$ cat config.mk
export PLATFORM = sky130hd
export DESIGN_NAME = external_switch_inputs
export DESIGN_NICKNAME = d
export VERILOG_FILES = /design/src/rtl/switch_inputs_pkg.sv /design/src/rtl/pin_sync.sv /design/src/rtl/external_switch_inputs.sv
export SDC_FILE = /design/constraint.sdc
export NUM_CORES = 1
export LEC_CHECK = 0
export BUFFER_PORTS_ARGS = -buffer_cell sky130_fd_sc_hd__buf_2
export CAP_MARGIN = 10
export CORE_MARGIN = 3
export CORE_UTILIZATION = 45
export DETAILED_ROUTE_END_ITERATION = 6
export PLACE_DENSITY_LB_ADDON = 0.2
export SLEW_MARGIN = 20
export SYNTH_ARGS = -nofsm -noshare
export SYNTH_HDL_FRONTEND = slang
export SYNTH_SLANG_ARGS = --single-unit
$ cat constraint.sdc
create_clock -name ref_clk -period 2 [get_ports ref_clk]
set_clock_uncertainty 0.05 [all_clocks]
set_input_delay 0.6 -clock ref_clk [delete_from_list [all_inputs] [get_ports ref_clk]]
set_output_delay 0.6 -clock ref_clk [all_outputs]
set_load 0.1 [all_outputs]
$ cat src/rtl/switch_inputs_pkg.sv
/*
 * Constants and types shared by the external switch input logic.
 * Assumes a single ref_clk domain at 25 MHz and a synchronous reset.
 */
// Summary of operation
// Program pin selects set only when setting zero
// Pin high selects set one, low set two
// Program pin also usable as condition source
// Timeout setting picks level or edge mode
// Level mode: low sets flag, high clears
// Edge mode: falling edge sets announcement flag
// Edge mode: flag clears after timeout elapses
// Edge mode: optional rising edge clears early
// Other-network flag always level controlled
// Programme flag and enable choose switch target
// Both pins pass two-stage synchroniser first
package switch_inputs_pkg;
    localparam int unsigned CLK_HZ          = 25_000_000;
    localparam int unsigned TICK_US         = 1_000_000;
    localparam int unsigned TICK_CYCLES     = CLK_HZ / TICK_US * 1;
    // One timeout unit is one second
    localparam int unsigned UNIT_S          = 1;
    localparam int unsigned UNIT_CYCLES     = CLK_HZ * UNIT_S;
    localparam int unsigned TIMEOUT_W       = 8;
    localparam logic [1:0]  PROG_EXTERNAL   = 2'h0;
    localparam logic [1:0]  PROG_SET_ONE    = 2'h1;
    localparam logic [1:0]  PROG_SET_TWO    = 2'h2;
    localparam logic        LEVEL_ACTIVE    = 1'h0;

    typedef enum logic [2:0] {
        TA_IDLE   = 3'h1,
        TA_TIMED  = 3'h2,
        TA_LEVEL  = 3'h4
    } ta_state_t;
endpackage

$ cat src/rtl/pin_sync.sv
/*
 * Two-stage synchroniser for one asynchronous pin.
 * Assumes the pin is a slow switch level; no debounce is done here.
 */
`timescale 1ns/10ps
`default_nettype none
module pin_sync (
    input  wire logic ref_clk,
    input  wire logic reset,
    input  wire logic pin,
    output logic      level
);
    logic stage;

    // First stage is read only by the second
    always_ff @(posedge ref_clk) begin
        if (reset) begin
            stage <= 1'h1;
            level <= 1'h1;
        end else begin
            stage <= pin;
            level <= stage;
        end
    end
endmodule
`default_nettype wire

$ cat src/rtl/external_switch_inputs.sv
/*
 * External program set switch and traffic announcement switch.
 * Assumes raw pins from a switch or digital output; settings come from
 * same-clock logic and need no synchronising.
 */
`timescale 1ns/10ps
`default_nettype none
module external_switch_inputs
    import switch_inputs_pkg::*;
#(
    parameter int unsigned UNIT_COUNT = UNIT_CYCLES
) (
    input  wire logic                 ref_clk,
    input  wire logic                 reset,
    input  wire logic                 program_pin,
    input  wire logic                 traffic_pin,
    input  wire logic [1:0]           program_setting,
    input  wire logic                 cond_source_enable,
    input  wire logic [TIMEOUT_W-1:0] announce_timeout,
    input  wire logic                 rising_release_enable,
    input  wire logic                 local_traffic_programme,
    input  wire logic                 other_net_one_enable,
    output logic                      program_set_two,
    output logic                      condition_level,
    output logic                      traffic_announce,
    output logic                      other_net_one_traffic_flag,
    output logic                      switch_disabled
);
    // A zero unit length would never finish a timeout unit
    if (UNIT_COUNT < 1) begin : g_bad_unit
        $error("UNIT_COUNT must be at least one");
    end

    logic prog_sync;
    logic ta_sync;
    logic ta_prev;
    logic [31:0] unit_cnt;
    logic [TIMEOUT_W-1:0] units_left;
    ta_state_t state;
    ta_state_t next_state;

    pin_sync u_prog_sync (
        .ref_clk (ref_clk),
        .reset   (reset),
        .pin     (program_pin),
        .level   (prog_sync)
    );

    pin_sync u_ta_sync (
        .ref_clk (ref_clk),
        .reset   (reset),
        .pin     (traffic_pin),
        .level   (ta_sync)
    );

    // Target decode of the traffic switch
    wire drive_ta     = local_traffic_programme;
    wire drive_eon    = !local_traffic_programme && other_net_one_enable;
    wire sw_off       = !local_traffic_programme && !other_net_one_enable;
    wire edge_mode    = (announce_timeout != '0);
    wire pin_active   = (ta_sync == LEVEL_ACTIVE);
    wire falling      = ta_prev && !ta_sync;
    wire rising       = !ta_prev && ta_sync;
    wire unit_done    = (unit_cnt == UNIT_COUNT - 1);
    wire timed_out    = unit_done && (units_left == TIMEOUT_W'(1));

    // Program selection; pin ignored unless setting is zero
    wire prog_ext     = (program_setting == PROG_EXTERNAL) && !cond_source_enable;
    wire next_set_two = prog_ext ? (prog_sync == LEVEL_ACTIVE)
                                 : (program_setting == PROG_SET_TWO);

    always_comb begin
        next_state = state;
        unique case (state)
            TA_IDLE: begin
                if (drive_ta && !edge_mode) begin
                    next_state = TA_LEVEL;
                end else if (drive_ta && falling) begin
                    next_state = TA_TIMED;
                end
            end
            TA_TIMED: begin
                if (!drive_ta || !edge_mode) begin
                    next_state = TA_IDLE;
                end else if (timed_out || (rising_release_enable && rising)) begin
                    next_state = TA_IDLE;
                end
            end
            TA_LEVEL: begin
                if (!drive_ta || edge_mode) begin
                    next_state = TA_IDLE;
                end
            end
            default: next_state = TA_IDLE;
        endcase
    end

    always_ff @(posedge ref_clk) begin
        if (reset) begin
            state <= TA_IDLE;
            ta_prev <= 1'h1;
        end else begin
            state <= next_state;
            ta_prev <= ta_sync;
        end
    end

    // Timeout counter restarts on every activation
    always_ff @(posedge ref_clk) begin
        if (reset || state != TA_TIMED) begin
            unit_cnt <= '0;
            units_left <= announce_timeout;
        end else if (unit_done) begin
            unit_cnt <= '0;
            units_left <= units_left - TIMEOUT_W'(1);
        end else begin
            unit_cnt <= unit_cnt + 32'h1;
        end
    end

    always_ff @(posedge ref_clk) begin
        if (reset) begin
            program_set_two <= 1'h0;
            condition_level <= 1'h1;
            traffic_announce <= 1'h0;
            other_net_one_traffic_flag <= 1'h0;
            switch_disabled <= 1'h0;
        end else begin
            program_set_two <= next_set_two;
            condition_level <= prog_sync;
            traffic_announce <= (next_state == TA_TIMED)
                             || (next_state == TA_LEVEL && pin_active);
            other_net_one_traffic_flag <= drive_eon && pin_active;
            switch_disabled <= sw_off;
        end
    end
endmodule
`default_nettype wire

==> results.cfg <==
[sta]
rsz0062_at_grt = yes
slew_headroom = 0.6769
post-route-min-period_ns = 1.920
finalSetupViolations = 0
tightest_slew_ns = 0.4881
tns_ns = 0
drv_slew = 0
period_share = 0.9598
hold_viol = 0
max_freq_mhz = 521.0

[critical_path]
path_class = flop to flop
r2r_setup_slack_ns = 0.08
crit_path_start_kind = flop
cp.required_ns = 1.99
end_kind = flop
arrival_ns = 1.91
ff2ff_path_depth = 5
r2r-start = unit_cnt[6]
cp_max_fo = 8
r2r_end = units_left[3]

[synthesis]
synth_common_cells = 45 x dfxtp_1, 40 x nor2_1, 21 x nand2_1, 21 x xor2_1, 16 x xnor2_1
synthesis.nets = 282
synthFlopType = dfxtp_1
synth_area_um2 = 2465
synthTopCellsByArea = dfxtp_1 37%, edfxtp_1 9.7%, xor2_1 7.5%
synthCells = 261
ys_warn_count = 0
synth_top_cell_by_area = dfxtp_1
synth_seq_cells = 53
yosysUniqueCellTypes = 44
synth_edf_count = 8
syn_avg_cell_area_um2 = 9.444
yosysSeqAreaShare = 0.4629
synth.top_cell.area_share = 0.3655
yosysMostFrequentCell = dfxtp_1
async_flop_share = 0

[clocking]
postCtsSetupRepairBufs = 0
clk_pin_slew_ns = 0.10
cts.sinks = 53
root_buffer = clkbuf_8
worstSkewPairLatency_ns = 0.31
cts_buffer_depth = 2
htree_levels = 2
numCtsBuffers = 5
cts_tree = yes

[die]
start_util = 0.4736
die_w_um = 80.01
die_area_um2 = 6402
die_h_um = 80.01
core_area_um2 = 5205
row_count = 26
io_pins = 23

[detailed_routing]
drtIter0Drc = 53
routedWlPerCell_um = 12.24
num_vias = 1908
wl_um = 4665
avgViaCountPerCell = 5.008
dr.pass1.iters = 4
postRouteAntennaNets = 0
route.detailed.drc = 0

[grt]
grt_max_degree = 25
antenna_found_initial = 0
grt_pass1_vias = 1728
overflow = 0
grt_pass1_wl_um = 7721
grt_util_all_layers = 0.1543

[hold_path]
whs_endpoint = u_ta_sync.level
hp-class = flop to flop
worstHoldStart = u_ta_sync.stage
min_path_cells = 1

[power_and_ir_drop]
p_leak_nw = 1.085
power_density_nw_per_um2 = 639.1
max-vdd-ir-drop_v = 0.0002915

[place]
portBuffers = 22
gp_congestion = 0.7526
place_inst = 373
dpl.hpwl_um = 3470

[flow_run]
maxCapViolations = 0

[final_layout]
final-instance-count-excl-fill = 381
area_delta_synth_final_pct = 20.51
fin_nets = 331
n_antenna_cell = 0
drive_gt1_frac = 0.2508

[outcome]
status = finished clean
## cells by family after synthesis
group,after synthesis,share of synthesized area
fa+ha+maj,3,0.01523
buf+inv,13,0.02589
xor+xnor,37,0.1315
simple gates,138,0.3096
compound gates,16,0.05025
mux,1,0.004568
flops,53,0.4629
## routing by layer
layer / global-route usage / vias to the layer above / part of all wire / routed length, um
met5: 0 / - / 0 / 0
met4: 0.05574 / 0 / 0.015 / 72
met3: 0.04289 / 8 / 0.029 / 134
met2: 0.2210 / 20 / 0.44 / 2050
met1: 0.2201 / 874 / 0.52 / 2407
li1: - / 1006 / - / -
## metrics by stage
step	instance area (um2)	worst slack [ns]	utilization	hold slack, ns	power [W]
3_5_place_dp	2855	-0.02535	0.5486	0.3423	0.001239
3_3_place_gp	2855	0.02085	0.5486	0.3415	0.001238
4_1_cts	2962	0.03801	0.5690	0.3658	0.001920
5_1_grt	2970	-0.008337	0.5707	0.3682	0.001979
2_1_floorplan	2471	0.01100	-	0.3395	0.001195
6_report	2970	0.08048	0.5707	0.3650	0.001898
## state kept, by name, indices dropped and copies added, names as in the netlist
name	count
condition_level	1
other_net_one_traffic_flag	1
program_set_two	1
state	3
switch_disabled	1
ta_prev	1
traffic_announce	1
u_prog_sync.level	1
u_prog_sync.stage	1
u_ta_sync.level	1
u_ta_sync.stage	1
unit_cnt	32
units_left	8
## cell type report
cell class                      instances  area (um2)
Fill cell                             500        2235
Multi-Input combinational cell        195        1269
Sequential cell                        53        1144
Timing Repair Buffer                   50       345.3
Clock buffer                            7       97.59
Tap cell                               70       87.58
Inverter                                5       18.77
Clock inverter                          1       8.758
## worst max path at each step
stage | end | depth (start not counted) | startpoint
after floorplan | units_left[0] | 6 | unit_cnt[0]
after global placement | traffic_announce | 6 | reset
after detailed placement | traffic_announce | 6 | reset
after CTS | state[1] | 6 | units_left[3]
after global routing | state[1] | 7 | unit_cnt[0]
final | units_left[3] | 5 | unit_cnt[6]
## critical path, cell delays in order (launching register included)
cell and delay, ns:
dfxtp_1 0.34, nor4_1 0.38, nand4_1 0.16, or4_4 0.44
nand2_2 0.15, buf_12 0.14
## cell usage in the layout, fill, tap and decap left out, types with 2 or more instances in the layout
cell type	instances
clkbuf_8	5
and3b_1	2
buf_2	22
nand3_1	15
nor4b_1	4
nor4_2	3
and4_1	5
nand4_1	9
xor2_1	21
nor2b_1	2
nor2_1	40
edfxtp_1	8
xnor2_1	16
nor4_1	4
and3_1	3
nor3_1	8
nor3b_1	3
o21ai_0	9
buf_12	2
or2_2	6
buf_4	26
dfxtp_1	43
inv_1	5
ha_1	3
nand2_1	21
dfxtp_2	2
## repair_timing
action	CTS	global route
hold buffers	0	0
resized for setup	0	3
endpoints found under the setup margin	0	10
## power by group
part	switching (W)	internal, W
Combinational	0.0000605	0.0000467
Sequential	0.0000116	0.00110
Clock	0.000357	0.000326
Power figures use the tool's default switching activity.
